--- src/shared/lsie_defs.svh ---
// Constants of the serial interrupt-enable block.
// Assumes inclusion by bare name from the package and the design.
`ifndef LSIE_DEFS_SVH
`define LSIE_DEFS_SVH

// ==========================================
// Register byte offsets
`define LSIE_OFS_ENABLE_SET 8'h00
`define LSIE_OFS_STATUS 8'h04
`define LSIE_OFS_MASK 8'h08

// ==========================================
// Bit positions of the enable and status layout
`define LSIE_BIT_FE 26
`define LSIE_BIT_OE 25
`define LSIE_BIT_PE 24
`define LSIE_BIT_ID 13
`define LSIE_BIT_RX 9

// ==========================================
// Implemented bits and reset values
`define LSIE_IMPL_MASK 32'h0700_2200
`define LSIE_RST_ENABLE 32'h0000_0000
`define LSIE_RST_STATUS 32'h0000_0000
`define LSIE_RST_MASK 32'h0700_2200

// ==========================================
// Bus constants and source count
`define LSIE_ADDR_W 8
`define LSIE_RESP_OKAY 2'h0
`define LSIE_RESP_SLVERR 2'h2
`define LSIE_NUM_SRC 5

`endif

--- src/shared/lsie_pkg.sv ---
// Types of the serial interrupt-enable block.
// Assumes lsie_defs.svh on the include path.
`include "lsie_defs.svh"

package lsie_pkg;

  // ==========================================
  // Register select after address decode
  typedef enum logic [1:0] {
    LSIE_SEL_ENABLE = 2'h0,
    LSIE_SEL_STATUS = 2'h1,
    LSIE_SEL_MASK = 2'h3,
    LSIE_SEL_NONE = 2'h2
  } lsie_sel_t;

  // ==========================================
  // Whole state of the block
  typedef struct packed {
    logic awready;
    logic wready;
    logic aw_have;
    logic w_have;
    lsie_sel_t wsel;
    logic [31:0] wdata;
    logic [3:0] wstrb;
    logic bvalid;
    logic [1:0] bresp;
    logic arready;
    logic rvalid;
    logic [31:0] rdata;
    logic [1:0] rresp;
    logic [31:0] enable;
    logic [31:0] status;
    logic [31:0] mask;
    logic [`LSIE_NUM_SRC-1:0] irq_req;
    logic irq;
  } lsie_state_t;

endpackage

--- src/hw/lsie_top.sv ---
// Interrupt-enable set register of a LIN/SCI serial module, with
// sticky event status, a mask and per-source and summary requests.
// Assumes event pulses and the LIN mode level come from logic on aclk.
//
// The AXI4-Lite slave port and the register addresses are this design's own decisions.
`timescale 1ns/1ps
`include "lsie_defs.svh"

// Overview of operation
// - Enable bit 26 lets a framing error raise an interrupt.
// - Enable bit 25 lets a receive overrun raise an interrupt.
// - Enable bit 24 lets a parity error raise an interrupt.
// - Framing, overrun and parity enables act in LIN and SCI mode.
// - Enable bit 13 lets a matching identifier interrupt, LIN only.
// - Enable bit 9 lets a completed received frame interrupt.
// - Writing 1 sets an enable, writing 0 keeps it, in both modes.
// - Reading an enable gives 1 when enabled, else 0, in both modes.
// - Bits 23 to 14 and 12 to 10 read zero and ignore writes.
module lsie_top
  import lsie_pkg::*;
#(
  parameter int ADDR_W = `LSIE_ADDR_W
) (
  // Clock and reset
  input wire logic aclk,
  input wire logic aresetn,
  // AXI4-Lite write address
  input wire logic [ADDR_W-1:0] s_axi_awaddr,
  input wire logic [2:0] s_axi_awprot,
  input wire logic s_axi_awvalid,
  output logic s_axi_awready,
  // AXI4-Lite write data
  input wire logic [31:0] s_axi_wdata,
  input wire logic [3:0] s_axi_wstrb,
  input wire logic s_axi_wvalid,
  output logic s_axi_wready,
  // AXI4-Lite write response
  output logic [1:0] s_axi_bresp,
  output logic s_axi_bvalid,
  input wire logic s_axi_bready,
  // AXI4-Lite read address
  input wire logic [ADDR_W-1:0] s_axi_araddr,
  input wire logic [2:0] s_axi_arprot,
  input wire logic s_axi_arvalid,
  output logic s_axi_arready,
  // AXI4-Lite read data
  output logic [31:0] s_axi_rdata,
  output logic [1:0] s_axi_rresp,
  output logic s_axi_rvalid,
  input wire logic s_axi_rready,
  // Operating mode
  input wire logic lin_mode,
  input wire logic protected_write_mode,
  // Receiver events, one-cycle pulses
  input wire logic framing_err_evt,
  input wire logic overrun_err_evt,
  input wire logic parity_err_evt,
  input wire logic id_match_evt,
  input wire logic rx_frame_evt,
  // Interrupt requests
  output logic framing_err_irq,
  output logic overrun_err_irq,
  output logic parity_err_irq,
  output logic id_match_irq,
  output logic rx_irq,
  output logic irq
);

  // ==========================================
  // Parameter check
  generate
    if (ADDR_W < `LSIE_ADDR_W) begin : g_bad_addr
      $error("lsie_top: ADDR_W too small for the register map");
    end
    if ((`LSIE_RST_MASK & ~`LSIE_IMPL_MASK) != 32'h0000_0000) begin : g_rst
      $error("lsie_top: mask reset touches reserved bits");
    end
    if (`LSIE_IMPL_MASK != ((32'h0000_0001 << `LSIE_BIT_FE)
        | (32'h0000_0001 << `LSIE_BIT_OE)
        | (32'h0000_0001 << `LSIE_BIT_PE)
        | (32'h0000_0001 << `LSIE_BIT_ID)
        | (32'h0000_0001 << `LSIE_BIT_RX))) begin : g_bad_map
      $error("lsie_top: implemented bits differ from the field map");
    end
  endgenerate

  // ==========================================
  // Helpers
  function automatic lsie_sel_t decode(input logic [ADDR_W-1:0] addr);
    logic [ADDR_W-1:0] ofs_en;
    logic [ADDR_W-1:0] ofs_st;
    logic [ADDR_W-1:0] ofs_mk;
    ofs_en = ADDR_W'(`LSIE_OFS_ENABLE_SET);
    ofs_st = ADDR_W'(`LSIE_OFS_STATUS);
    ofs_mk = ADDR_W'(`LSIE_OFS_MASK);
    if (addr[ADDR_W-1:2] == ofs_en[ADDR_W-1:2]) begin
      return LSIE_SEL_ENABLE;
    end else if (addr[ADDR_W-1:2] == ofs_st[ADDR_W-1:2]) begin
      return LSIE_SEL_STATUS;
    end else if (addr[ADDR_W-1:2] == ofs_mk[ADDR_W-1:2]) begin
      return LSIE_SEL_MASK;
    end else begin
      return LSIE_SEL_NONE;
    end
  endfunction

  // Byte strobes widened to bit lanes, limited to implemented bits
  function automatic logic [31:0] lane_mask(input logic [3:0] strb);
    logic [31:0] m;
    m = 32'h0000_0000;
    for (int i = 0; i < 4; i++) begin
      m[i*8 +: 8] = {8{strb[i]}};
    end
    return m & `LSIE_IMPL_MASK;
  endfunction

  // Event pulses placed into the status layout
  function automatic logic [31:0] evt_bits(
    input logic fe,
    input logic oe,
    input logic pe,
    input logic id,
    input logic rx
  );
    logic [31:0] v;
    v = 32'h0000_0000;
    v[`LSIE_BIT_FE] = fe;
    v[`LSIE_BIT_OE] = oe;
    v[`LSIE_BIT_PE] = pe;
    v[`LSIE_BIT_ID] = id;
    v[`LSIE_BIT_RX] = rx;
    return v;
  endfunction

  // Pending requests; the identifier one only in LIN mode
  function automatic logic [31:0] pend_req(
    input logic [31:0] st,
    input logic [31:0] en,
    input logic lin
  );
    logic [31:0] v;
    v = st & en & `LSIE_IMPL_MASK;
    v[`LSIE_BIT_ID] = v[`LSIE_BIT_ID] && lin;
    return v;
  endfunction

  // ==========================================
  // State
  lsie_state_t s_r;
  lsie_state_t s_nxt;

  always_comb begin
    logic aw_fire;
    logic w_fire;
    logic ar_fire;
    logic [31:0] evt;
    logic [31:0] rd_clr;
    logic [31:0] wmask;
    logic [31:0] req;
    lsie_sel_t rsel;
    aw_fire = 1'b0;
    w_fire = 1'b0;
    ar_fire = 1'b0;
    evt = 32'h0000_0000;
    rd_clr = 32'h0000_0000;
    wmask = 32'h0000_0000;
    req = 32'h0000_0000;
    rsel = LSIE_SEL_NONE;
    s_nxt = s_r;

    aw_fire = s_axi_awvalid && s_r.awready;
    w_fire = s_axi_wvalid && s_r.wready;
    ar_fire = s_axi_arvalid && s_r.arready;

    // Event capture into the status layout
    evt = evt_bits(
      framing_err_evt,
      overrun_err_evt,
      parity_err_evt,
      id_match_evt && lin_mode,
      rx_frame_evt
    );

    // ----- Write channel -----
    if (aw_fire) begin
      s_nxt.aw_have = 1'b1;
      s_nxt.wsel = decode(s_axi_awaddr);
    end
    if (w_fire) begin
      s_nxt.w_have = 1'b1;
      s_nxt.wdata = s_axi_wdata;
      s_nxt.wstrb = s_axi_wstrb;
    end
    if (s_r.aw_have && s_r.w_have) begin
      // Protected write mode behaves the same as normal mode
      wmask = lane_mask(s_r.wstrb);
      s_nxt.aw_have = 1'b0;
      s_nxt.w_have = 1'b0;
      s_nxt.bvalid = 1'b1;
      s_nxt.bresp = `LSIE_RESP_OKAY;
      case (s_r.wsel)
        LSIE_SEL_ENABLE: begin
          s_nxt.enable = s_r.enable | (s_r.wdata & wmask);
        end
        LSIE_SEL_STATUS: begin
          s_nxt.bresp = `LSIE_RESP_OKAY;
        end
        LSIE_SEL_MASK: begin
          s_nxt.mask = (s_r.mask & ~wmask) | (s_r.wdata & wmask);
        end
        default: begin
          s_nxt.bresp = `LSIE_RESP_SLVERR;
        end
      endcase
    end
    if (s_r.bvalid && s_axi_bready) begin
      s_nxt.bvalid = 1'b0;
    end

    // ----- Read channel -----
    if (ar_fire) begin
      rsel = decode(s_axi_araddr);
      s_nxt.rvalid = 1'b1;
      s_nxt.rresp = `LSIE_RESP_OKAY;
      case (rsel)
        LSIE_SEL_ENABLE: begin
          s_nxt.rdata = s_r.enable & `LSIE_IMPL_MASK;
        end
        LSIE_SEL_STATUS: begin
          s_nxt.rdata = s_r.status & `LSIE_IMPL_MASK;
          rd_clr = `LSIE_IMPL_MASK;
        end
        LSIE_SEL_MASK: begin
          s_nxt.rdata = s_r.mask & `LSIE_IMPL_MASK;
        end
        default: begin
          s_nxt.rdata = 32'h0000_0000;
          s_nxt.rresp = `LSIE_RESP_SLVERR;
        end
      endcase
    end
    if (s_r.rvalid && s_axi_rready) begin
      s_nxt.rvalid = 1'b0;
    end

    // Sticky status: a new event beats the read clear
    s_nxt.status = ((s_r.status & ~rd_clr) | evt) & `LSIE_IMPL_MASK;

    // Requests: flag AND enable; the summary also AND mask
    req = pend_req(s_r.status, s_r.enable, lin_mode);
    s_nxt.irq_req[4] = req[`LSIE_BIT_FE];
    s_nxt.irq_req[3] = req[`LSIE_BIT_OE];
    s_nxt.irq_req[2] = req[`LSIE_BIT_PE];
    s_nxt.irq_req[1] = req[`LSIE_BIT_ID];
    s_nxt.irq_req[0] = req[`LSIE_BIT_RX];
    s_nxt.irq = |(req & s_r.mask);

    // Ready flags follow the next occupancy
    s_nxt.awready = !s_nxt.aw_have && !s_nxt.bvalid;
    s_nxt.wready = !s_nxt.w_have && !s_nxt.bvalid;
    s_nxt.arready = !s_nxt.rvalid;
  end

  always_ff @(posedge aclk) begin
    if (!aresetn) begin
      s_r.awready <= 1'b0;
      s_r.wready <= 1'b0;
      s_r.aw_have <= 1'b0;
      s_r.w_have <= 1'b0;
      s_r.wsel <= LSIE_SEL_NONE;
      s_r.wdata <= 32'h0000_0000;
      s_r.wstrb <= 4'h0;
      s_r.bvalid <= 1'b0;
      s_r.bresp <= `LSIE_RESP_OKAY;
      s_r.arready <= 1'b0;
      s_r.rvalid <= 1'b0;
      s_r.rdata <= 32'h0000_0000;
      s_r.rresp <= `LSIE_RESP_OKAY;
      s_r.enable <= `LSIE_RST_ENABLE;
      s_r.status <= `LSIE_RST_STATUS;
      s_r.mask <= `LSIE_RST_MASK;
      s_r.irq_req <= '0;
      s_r.irq <= 1'b0;
    end else begin
      s_r <= s_nxt;
    end
  end

  // ==========================================
  // Outputs
  assign s_axi_awready = s_r.awready;
  assign s_axi_wready = s_r.wready;
  assign s_axi_bresp = s_r.bresp;
  assign s_axi_bvalid = s_r.bvalid;
  assign s_axi_arready = s_r.arready;
  assign s_axi_rdata = s_r.rdata;
  assign s_axi_rresp = s_r.rresp;
  assign s_axi_rvalid = s_r.rvalid;
  assign framing_err_irq = s_r.irq_req[4];
  assign overrun_err_irq = s_r.irq_req[3];
  assign parity_err_irq = s_r.irq_req[2];
  assign id_match_irq = s_r.irq_req[1];
  assign rx_irq = s_r.irq_req[0];
  assign irq = s_r.irq;

endmodule

--- config.mk ---
export PLATFORM = sky130hd
export DESIGN_NAME = lsie_top
export DESIGN_NICKNAME = d
export VERILOG_FILES = /design/src/shared/lsie_pkg.sv /design/src/hw/lsie_top.sv
export VERILOG_INCLUDE_DIRS = /design/src /design/src/shared
export SDC_FILE = /design/constraint.sdc
export NUM_CORES = 1
export LEC_CHECK = 0
export BUFFER_PORTS_ARGS = -buffer_cell sky130_fd_sc_hd__buf_2
export CORE_MARGIN = 1.5
export CORE_UTILIZATION = 39
export DETAILED_ROUTE_END_ITERATION = 10
export GPL_ROUTABILITY_DRIVEN = 0
export PLACE_DENSITY_LB_ADDON = 0.2
export SETUP_SLACK_MARGIN = 0.4
export SLEW_MARGIN = 10
export SYNTH_ARGS = -nofsm -noshare
export SYNTH_HDL_FRONTEND = slang
export SYNTH_SLANG_ARGS = --single-unit
--- constraint.sdc ---
create_clock -name aclk -period 1.7 [get_ports aclk]
set_input_delay 0.51 -clock aclk [delete_from_list [all_inputs] [get_ports aclk]]
set_output_delay 0.51 -clock aclk [all_outputs]
set_load 0.02 [all_outputs]
== After elaboration in Yosys (flattened, before gate mapping) ==
Index checks and enable logic that the tools add are counted.

* Input bits: 72
* Logic and storage cells: 78
* Flip-flop bits (word level): 156
* Output and inout port bits: 47

* Reduce and logical (&&, ||, !) cells: 23
* Equality and inequality tests: 8
* Bitwise operators: 10
* Multiplexer cells: 19

{| class="wikitable"
|+ Operators with widths
! operator !! number
|-
| 27-bit one-hot mux with 3 select lines || 1
|-
| 32-bit OR || 2
|-
| 27-bit AND || 2
|-
| 27-bit two-way mux || 2
|-
| 35-bit two-way mux || 1
|-
| 27-bit by 32-bit AND with 32-bit output || 1
|-
| 32-bit by 27-bit AND with 32-bit output || 1
|-
| 32-bit AND || 1
|-
| 27-bit inverter with 32-bit output || 1
|-
| 32-bit OR reduction || 1
|-
| 27-bit inverter || 1
|-
| 27-bit OR || 1
|-
| 2-bit two-way mux || 8
|-
| 6-bit by 1-bit == test with 1-bit output, second input constant || 2
|-
| 6-bit by 2-bit == test with 1-bit output, second input constant || 2
|-
| 6-bit zero test || 2
|-
| 1-bit logical AND || 10
|-
| 1-bit two-way mux || 6
|-
| 3-bit OR reduction || 2
|-
| 2-bit by 1-bit == test with 1-bit output, second input constant || 2
|-
| 2-bit == test, second input constant || 2
|-
| 1-bit zero test || 4
|-
| 2-bit zero test || 2
|-
| 2-bit AND reduction || 2
|-
| 3-bit two-way mux || 1
|}

== Depth between registers and ports, before layout ==
Gate-level depths: netlist of run 1.

* Word-level depth: 11
* Gate-level depth with buffers: 5
* Mapped depth without buffers: 3

== Worst setup path before layout of run 1 ==
Ideal clock, no wire load.

* Path kind: input -> register
* Start point: in s_axi_araddr[7]
* End point: reg s_r, in the netlist s_axi_rdata[9]
* Buffers on the path: 0
* Setup time: 0.060 ns
* Data arrival time: 1.599 ns
* Cell stages on the path: 3
* Setup slack: 0.041 ns
* Data required time: 1.640 ns
* Cells stage by stage: or4_4 a2111oi_4 a22o_1

* Longest elaborated chain between the ends: 7

{| class="wikitable"
|+ Ends and longest elaborated chain
! what !! line !! text
|-
| start: declaration || lsie_top.sv:42 || <nowiki>input wire logic [ADDR_W-1:0] s_axi_araddr,</nowiki>
|-
| 6-bit by 2-bit == test with 1-bit output || lsie_top.sv:100 || <nowiki>end else if (addr[ADDR_W-1:2] == ofs_mk[ADDR_W-1:2]) begin</nowiki>
|-
| 1-bit two-way mux || lsie_top.sv:100 ||
|-
| 2-bit two-way mux || lsie_top.sv:98 || <nowiki>end else if (addr[ADDR_W-1:2] == ofs_st[ADDR_W-1:2]) begin</nowiki>
|-
| 2-bit two-way mux (*) || lsie_top.sv:96 || <nowiki>if (addr[ADDR_W-1:2] == ofs_en[ADDR_W-1:2]) begin</nowiki>
|-
| 2-bit two-way mux (*) || lsie_top.sv:221 || <nowiki>if (ar_fire) begin</nowiki>
|-
| 2-bit == test (tied with other cells) || lsie_top.sv:225 || <nowiki>case (rsel)</nowiki>
|-
| 27-bit one-hot mux with 3 select lines (*) || lsie_top.sv:225 ||
|-
| end signal: assignment || lsie_top.sv:285 || <nowiki>s_r <= s_nxt;</nowiki>
|-
| end: declaration || lsie_top.sv:149 || <nowiki>lsie_state_t s_r;</nowiki>
|}

Mark *: on every way between the ends. The rest lies on a longest branch, timed or not. The select of a mux whose other input is x is not followed.
A chain may end at the register's enable or synchronous reset.

== Worst setup path after layout of run 1 ==
* Start point: in s_axi_araddr[7]
* End point: reg s_r[63] (netlist name)

* Longest elaborated chain between the ends: 11

{| class="wikitable"
|+ Ends and longest elaborated chain
! what !! line !! text
|-
| 6-bit by 2-bit == test with 1-bit output || lsie_top.sv:100 ||
|-
| 1-bit two-way mux || lsie_top.sv:100 ||
|-
| 2-bit two-way mux || lsie_top.sv:98 ||
|-
| 2-bit two-way mux (*) || lsie_top.sv:96 ||
|-
| 2-bit two-way mux (*) || lsie_top.sv:221 ||
|-
| 2-bit by 1-bit == test with 1-bit output (*) || lsie_top.sv:225 ||
|-
| 27-bit two-way mux (*) || lsie_top.sv:225 ||
|-
| 27-bit two-way mux (*) || lsie_top.sv:221 ||
|-
| 27-bit inverter (*) || lsie_top.sv:247 || <nowiki>s_nxt.status = ((s_r.status & ~rd_clr) | evt) & `LSIE_IMPL_MASK;</nowiki>
|-
| 27-bit AND (*) || lsie_top.sv:247 ||
|-
| 27-bit OR (*) || lsie_top.sv:247 ||
|}

Marks and branches as above.

==> results of run 1 <==
per-stage QoR:
step	TNS [ns]	std cells	hold WS, ns	instance area [sq um]
detailed placement	-0.786	327	0.454	2170
CTS	0	335	0.410	2330
global route	0	339	0.411	2390
global placement	-0.723	327	0.450	2170
finish	0	339	0.419	2390
floorplan	0	251	0.432	2110
cell type report:
| class | count | area, sq um |
|---|---|---|
| fillers | 489 | 2430 |
| multi-input cells | 160 | 922 |
| flip-flops and latches | 44 | 896 |
| repair buffers | 58 | 374 |
| well taps | 67 | 83.8 |
| clock buffers | 6 | 72.6 |
| clock inverters | 2 | 35.0 |
| inverters | 2 | 7.51 |
worst register-to-register path: stages, from the launching register on:
cell	delay, ns
dfxtp_2	0.36
nand2_1	0.16
a2111oi_4	0.30
buf_4	0.19
a22o_1	0.13
power by group:
group | total (mW) | switching [mW] | internal (mW)
clock network | 0.777 | 0.341 | 0.436
logic | 0.259 | 0.161 | 0.0986
registers | 1.10 | 0.0341 | 1.07
synth_stat cells, drive strengths merged (3+ instances only):
cell and instances:
a21oi 13, a22o 5, a31oi 6, and2 3
and3 5, buf 39, clkbuf 6, dfxtp 44
mux2i 6, nand2 29, nand3 10, nor2 11
nor3 4, nor3b 3, o21a 4, o21ai 11
o2bb2ai 5
what timing repair did:
item / in CTS / in global routing
pin swaps: 7 / 4
hold buffers: 0 / 0
endpoints found under the setup margin: 22 / 27
setup buffers: 0 / 4
resized for setup: 24 / 16
worst paths after layout:
check | cells past startpoint | startpoint | slack, ns | end
hold reg to reg | 2 | s_axi_bresp[1] | 0.47 | s_axi_bresp[1]
hold / removal | 3 | overrun_err_evt | 0.42 | s_r[63]
setup reg to reg | 4 | s_axi_arready | 0.49 | s_axi_rdata[9]
setup / recovery | 5 | s_axi_araddr[7] | 0.23 | s_r[63]
kinds of logic after synthesis:
logic type      count (synthesis)  synth area share (%)
simple gates                   74                  18.5
compound gates                 48                  16.5
buf+inv                        47                  15.8
flops                          44                  44.4
mux                             8                  4.16
xor+xnor                        1                 0.442
other cells                     1                 0.189
layer usage:
metal | part of all wire, % | vias up
li1 | - | 809
met1 | 47 | 717
met2 | 47 | 46
met3 | 4.5 | 4
met4 | 1.2 | 0
met5 | 0 | -
==> metrics, run 1 <==
hold crit path type=input pin to register; worst-path maximum fanout=4; layout cells sized above 1=32.0%; clk_lat worst skew=0.29 ns; crit-path cells=buf_6, or4_4, nor3b_4, buf_4, o21ai_1; Core Region=4820 sq um; cell taking the most area after synthesis=dfxtp_1; most frequent cells in the layout=dfxtp_1, buf_2, nand2_1, conb_1, buf_4; Netlist cell types=34; Tot Pwr=2.14 mW; Top Ports=119; power per cell area=894 nW/um^2; kind of critical path=input pin to register; Slowest cell on crit path=or4_4; Die Area=5520 sq um; register area share after synthesis=44.4%; 1st-pass router iterations=4; via/cell ratio=4.65; Clock Pin Slew Worst Setup and Hold Paths=0.08 ns; crit end category=register; Place WS=-0.0926 ns; wirelength, routed=3960 um; number of enable flip-flop cells after synthesis=0; routed wire length per instance=11.7 um; htree depth=2; GR peak layer=met2; DP HPWL=2900 um; worst IR drop on VDD=367 uV; M2 GR Usage=22.0%; Mapped Cells=223; vias in the first global route=1356; global-route wire length before repair=6140 um; clk buf depth=2; chip height=74.3 um; DRT antenna net count=0; CTS tree=built; GR Util met3=4.20%; Final nets=343; grt total ovfl=0; via count=1576; synthesized flop and latch total=44; Max Slew Vio Count=0; Synth top area share=44.4%; RSZ-0062 raised after global routing=true; CP bufs+invs=2; Avg Cell Area, Syn=8.89 sq um; Final Hold Fails=0; CP top delay family=simple AND/OR/NAND/NOR gates; row count=25; Critical Path AT=1.66 ns; n_diodes=0; DR iter-0 viols=79; largest net degree at the start of global routing=26; final worst path period share=86.7%; clock skew=0.00848 ns; crit path time final=1.47 ns; critical path data required time=1.89 ns; startpoint class of the critical path=input pin; crit-path max cell delay=0.57 ns; Total GRT Usage=14.6%; top cells by area, synth=dfxtp_1, buf_4, nand2_1; initial antenna violation count=0; CTS Root Cell=clkbuf_8; GRT met1 Usage=19.8%; Area Overhead vs Synth=20.6%; area of the mapped netlist=1980 sq um; status=complete, no violations; Die Wd=74.3 um; final core utilization=49.6%; Async SR Flop Fraction=0%; Setup Viol. Count Final=0; drt drc=0; IO buf count=49; initial core utilization=41.2%; Fmax=678 MHz; YS warnings=0; clk sinks=44; Most used DFF post-synth=dfxtp_1; cts bufs inserted=5; worst setup margin=0.226 ns; leakage power=1.04 nW; maxcap violations=0
No activity file was read; power rests on OpenSTA's default activity.
==> run 2, diff against run 1 <==
==> constraint.sdc (replaced) <==
create_clock -name aclk -period 1.7 [get_ports aclk]
set_input_delay 0.085 -clock aclk [delete_from_list [all_inputs] [get_ports aclk]]
set_output_delay 0.085 -clock aclk [all_outputs]
set_load 0.02 [all_outputs]
==> metrics, run 2 (synthesis gave the netlist of run 1 again) <==
status=complete, no violations; power per cell area=882 nW/um^2 (-1.3%); Final nets=342 (-0.29%); Fillers=520 (+6.3%); critical path data required time=1.87 ns (-0.02 ns); crit end category=register; area post-placement=2140 sq um (-1.2%); hold crit path type=input pin to register; startpoint class of the critical path=register; Total GRT Usage=14.9% (+0.30 points); CTS resizes=0 (-100%); DRT antenna net count=0 (unchanged); initial core utilization=41.2% (unchanged); htree depth=2 (unchanged); vias in the first global route=1326 (-2.2%); crit path time final=1.19 ns (-0.288 ns); worst flop-to-flop path startpoint=s_r[179]; maxcap violations=0 (unchanged); initial antenna violation count=0 (unchanged); DP HPWL=2860 um (-1.4%); clk sinks=44 (unchanged); leakage power=0.995 nW (-4.5%); final worst path period share=69.8% (-17 points); Setup Viol. Count Final=0 (unchanged); Core Region=4820 sq um (unchanged); CTS Root Cell=clkbuf_8; Crit. Startpoint=s_r[179]; Die Area=5520 sq um (unchanged); 1st-pass router iterations=4 (unchanged); Critical Path AT=1.36 ns (-0.30 ns); M2 GR Usage=22.3% (+0.30 points); kind of critical path=register to register; chip height=74.3 um (unchanged); Die Wd=74.3 um (unchanged); wirelength, routed=3780 um (-4.4%); GR Util met3=4.74% (+0.54 points); GR peak layer=met2; final core utilization=47.1% (-2.5 points); r2r worst-path depth=4 (unchanged); Area Overhead vs Synth=14.4%; fin area=2270 sq um (-5.1%); FF-to-FF setup slack=0.51 ns (+0.02 ns); drt drc=0 (unchanged); DR iter-0 viols=77 (-2.5%); RSZ-0062 raised after global routing=false; via/cell ratio=4.60 (-0.98%); commonest non-fill, non-tap cell in the layout=buf_2; Sum Neg Setup Slack=0 ns (unchanged); clk_lat worst skew=0.29 ns (about the same); worst-path maximum fanout=8 (+4); Tot Pwr=2.00 mW (-6.4%); n_diodes=0 (unchanged); CTS tree=built; routed wire length per instance=11.2 um (-4.2%); Clock Pin Slew Worst Setup and Hold Paths=0.08 ns (about the same); most frequent cells in the layout=buf_2, dfxtp_1, nand2_1, conb_1, a21oi_1; GRT met1 Usage=19.9% (+0.083 points); Max Slew Vio Count=0 (unchanged); global-route wire length before repair=6140 um (unchanged); Final Hold Fails=0 (unchanged); largest net degree at the start of global routing=26 (unchanged); Fmax=843 MHz (+24%); grt total ovfl=0 (unchanged); cts bufs inserted=5 (unchanged); clock skew=0.00333 ns (-0.00515 ns); row count=25 (unchanged); via count=1556 (-1.3%); Top Ports=119 (unchanged); worst IR drop on VDD=355 uV (-3.4%); IO buf count=49 (unchanged); clk buf depth=2 (unchanged); Hold Path Origin=rx_frame_evt; layout cells sized above 1=24.0% (-8.0 points)
[run 2: timing repair]
item / 4_1_cts / 5_1_grt
hold buffers: 3 / 0
setup endpoints to repair: 0 / 2
setup buffers: 0 / 1
hold endpoints to repair: 3 / 0
[run 2: how the worst min path moves through the flow]
stage                         end  depth (start not counted)
after CTS                 s_r[47]                          3
after global placement    s_r[62]                          3
after detailed placement  s_r[62]                          3
after floorplan           s_r[47]                          2
after global routing      s_r[47]                          3
final                     s_r[47]                          3
[run 2: final cells by class]
type | count | area (sq um) | share of cell area, %
repair buffers | 57 | 313 | 13.8
well taps | 67 | 83.8 | 3.70
clock buffers | 8 | 90.1 | 3.97
inverters | 2 | 7.51 | 0.331
flip-flops and latches | 44 | 881 | 38.8
multi-input cells | 160 | 893 | 39.4
[run 2: stage by stage]
step	hold WS (ns)	setup WS (ns)	cells
after floorplan	0.194	0.466	251
after global placement	0.289	0.293	326
after detailed placement	0.288	0.276	326
after CTS	0.00420	0.539	337
after global routing	0.0282	0.418	338
final	0.00636	0.514	338
[run 2: power breakdown]
part,total (mW),switching [mW],leakage [nW],internal (mW)
logic,0.237,0.153,0.591,0.0838
clock network,0.664,0.333,0.0455,0.332
registers,1.10,0.0357,0.359,1.06
total,2.00,0.521,0.995,1.48
[run 2: per-layer routing]
| metal | wire, um | part of all wire (%) | vias up |
|---|---|---|---|
| met5 | 0 | 0 | - |
| met4 | 63 | 1.7 | 0 |
| met3 | 218 | 5.8 | 5 |
| met2 | 1660 | 44 | 42 |
| met1 | 1840 | 49 | 699 |
| li1 | - | - | 810 |
[run 2: critical path, stage by stage, from the launching register on]
cell	delay [ns]
dfxtp_1	0.46
nand4_1	0.19
buf_4	0.18
o21ai_0	0.15
nand3_1	0.09
==> run 3, diff against run 2 <==
--- a/config.mk
+++ b/config.mk
@@ -8,7 +8,7 @@
 export LEC_CHECK = 0
 export BUFFER_PORTS_ARGS = -buffer_cell sky130_fd_sc_hd__buf_2
 export CORE_MARGIN = 1.5
-export CORE_UTILIZATION = 39
+export CORE_UTILIZATION = 43
 export DETAILED_ROUTE_END_ITERATION = 10
 export GPL_ROUTABILITY_DRIVEN = 0
 export PLACE_DENSITY_LB_ADDON = 0.2
==> constraint.sdc (replaced) <==
create_clock -name aclk -period 1.2 [get_ports aclk]
set_input_delay 0.06 -clock aclk [delete_from_list [all_inputs] [get_ports aclk]]
set_output_delay 0.06 -clock aclk [all_outputs]
set_load 0.02 [all_outputs]
==> metrics, run 3 (synthesis gave the netlist of run 1 again) <==
clock skew=0.00676 ns (+0.00343 ns); Die Wd=70.9 um (-4.6%); via count=1668 (+7.2%); crit end category=register; drt drc=0 (unchanged); worst-path maximum fanout=5 (-3); clk buf depth=2 (unchanged); Highest Signal Layer=met4; startpoint class of the critical path=input pin; initial antenna violation count=0 (unchanged); layout cells sized above 1=49.8% (+26 points); Area Overhead vs Synth=40.4%; RSZ-0062 raised after global routing=true; Crit. Startpoint=s_axi_araddr[4]; Fillers=383 (-26%); n_diodes=0 (unchanged); worst IR drop on VDD=687 uV (+94%); Tot Pwr=3.07 mW (+53%); Clock Pin Slew Worst Setup and Hold Paths=0.08 ns (about the same); WHS=0.00786 ns (+0.00149 ns); htree depth=2 (unchanged); met2 routed WL=2250 um (+35%); hold crit path type=input pin to register; row count=24 (-4.0%); CTS Root Cell=clkbuf_8; largest net degree at the start of global routing=26 (unchanged); most frequent cells in the layout=buf_2, conb_1, buf_6; grt total ovfl=0 (unchanged); Final Hold Fails=0 (unchanged); global-route wire length before repair=7180 um (+17%); Total GRT Usage=17.7% (+2.8 points); routed wl met3=192 um (-12%); routed wire length per instance=13.0 um (+16%); clk_lat worst skew=0.29 ns (about the same); DP HPWL=2960 um (+3.5%); leakage power=1.18 nW (+18%); Top Ports=119 (unchanged); via/cell ratio=4.92 (+6.9%); IO buf count=49 (unchanged); kind of critical path=input pin to register; Critical Path AT=1.34 ns (-0.02 ns); Hold Path Origin=s_axi_wdata[25]; final worst path period share=91.4%; 1st-pass router iterations=4 (unchanged); Max Slew Vio Count=0 (unchanged); DR iter-0 viols=65 (-16%); DRT antenna net count=0 (unchanged); worst flop-to-flop path startpoint=s_axi_arready; wirelength, routed=4390 um (+16%); Fmax=912 MHz; Die Area=5030 sq um (-8.9%); initial core utilization=45.2% (+4.1 points); status=complete, no violations; final core utilization=63.5% (+16 points); r2r worst-path depth=3 (-1); Sum Neg Setup Slack=0 ns (unchanged); power per cell area=1100 nW/um^2 (+25%); Worst Hold Depth=3 (unchanged); commonest non-fill, non-tap cell in the layout=buf_2; clk sinks=44 (unchanged); critical path data required time=1.44 ns (-0.43 ns); cts bufs inserted=5 (unchanged); Post-Route M1 WL=1920 um (+4.2%); chip height=70.9 um (-4.6%); vias in the first global route=1561 (+18%); Setup Viol. Count Final=0 (unchanged); crit path time final=1.10 ns; maxcap violations=0 (unchanged); CTS tree=built; Final nets=358 (+4.7%); Core Region=4380 sq um (-9.0%)
## run 3: changes by cell type in the layout (fill, tap and decap cells not counted), sizes merged
cell,before,now
buf,54,66
clkbuf,8,7
clkinv,0,1
dlygate4sd3,3,7
## run 3: cell type report
type,instances,area (sq um),share of cell area [%]
well taps,52,65.1,2.34
flip-flops and latches,44,930,33.4
clock inverters,1,5.00,0.180
repair buffers,73,584,21.0
inverters,2,7.51,0.270
clock buffers,7,97.6,3.50
multi-input cells,160,1100,39.4
## run 3: timing repair
action,CTS,global route
endpoints found under the hold margin,7,0
gates resized for setup,70,27
setup buffers,10,1
endpoints found under the setup margin,53,57
pin swaps,16,24
hold buffers,7,0
## run 3: worst paths after layout
kind	end	slack, ns
setup / recovery	s_axi_rdata[9]	0.10
hold / removal	s_r[170]	0.008
setup reg to reg	s_axi_rdata[9]	0.17
hold reg to reg	id_match_irq	0.48
## run 3: metrics by stage
step / instance area, sq um / std cells / setup slack [ns]
6_report: 2790 / 339 / 0.103
5_1_grt: 2790 / 339 / 0.0619
4_1_cts: 2680 / 338 / 0.120
3_5_place_dp: 2220 / 313 / -0.154
3_3_place_gp: 2220 / 313 / -0.0959
2_1_floorplan: 2190 / 251 / 0.0654
## run 3: critical path, cell delays in order
cell and delay (ns):
buf_6 0.09, or4_4 0.56, a2111oi_4 0.42, a22o_1 0.20
## run 3: where the power goes
part / internal (mW) / leakage (nW) / switching, mW
Clock: 0.534 / 0.0534 / 0.496
Combinational: 0.206 / 0.755 / 0.269
Sequential: 1.51 / 0.370 / 0.0587
## run 3: routing by layer
layer | up-vias | track usage, %
li1 | 842 | -
met1 | 772 | 21.9
met2 | 50 | 31.4
met3 | 4 | 3.85
met4 | 0 | 4.40
met5 | - | 0
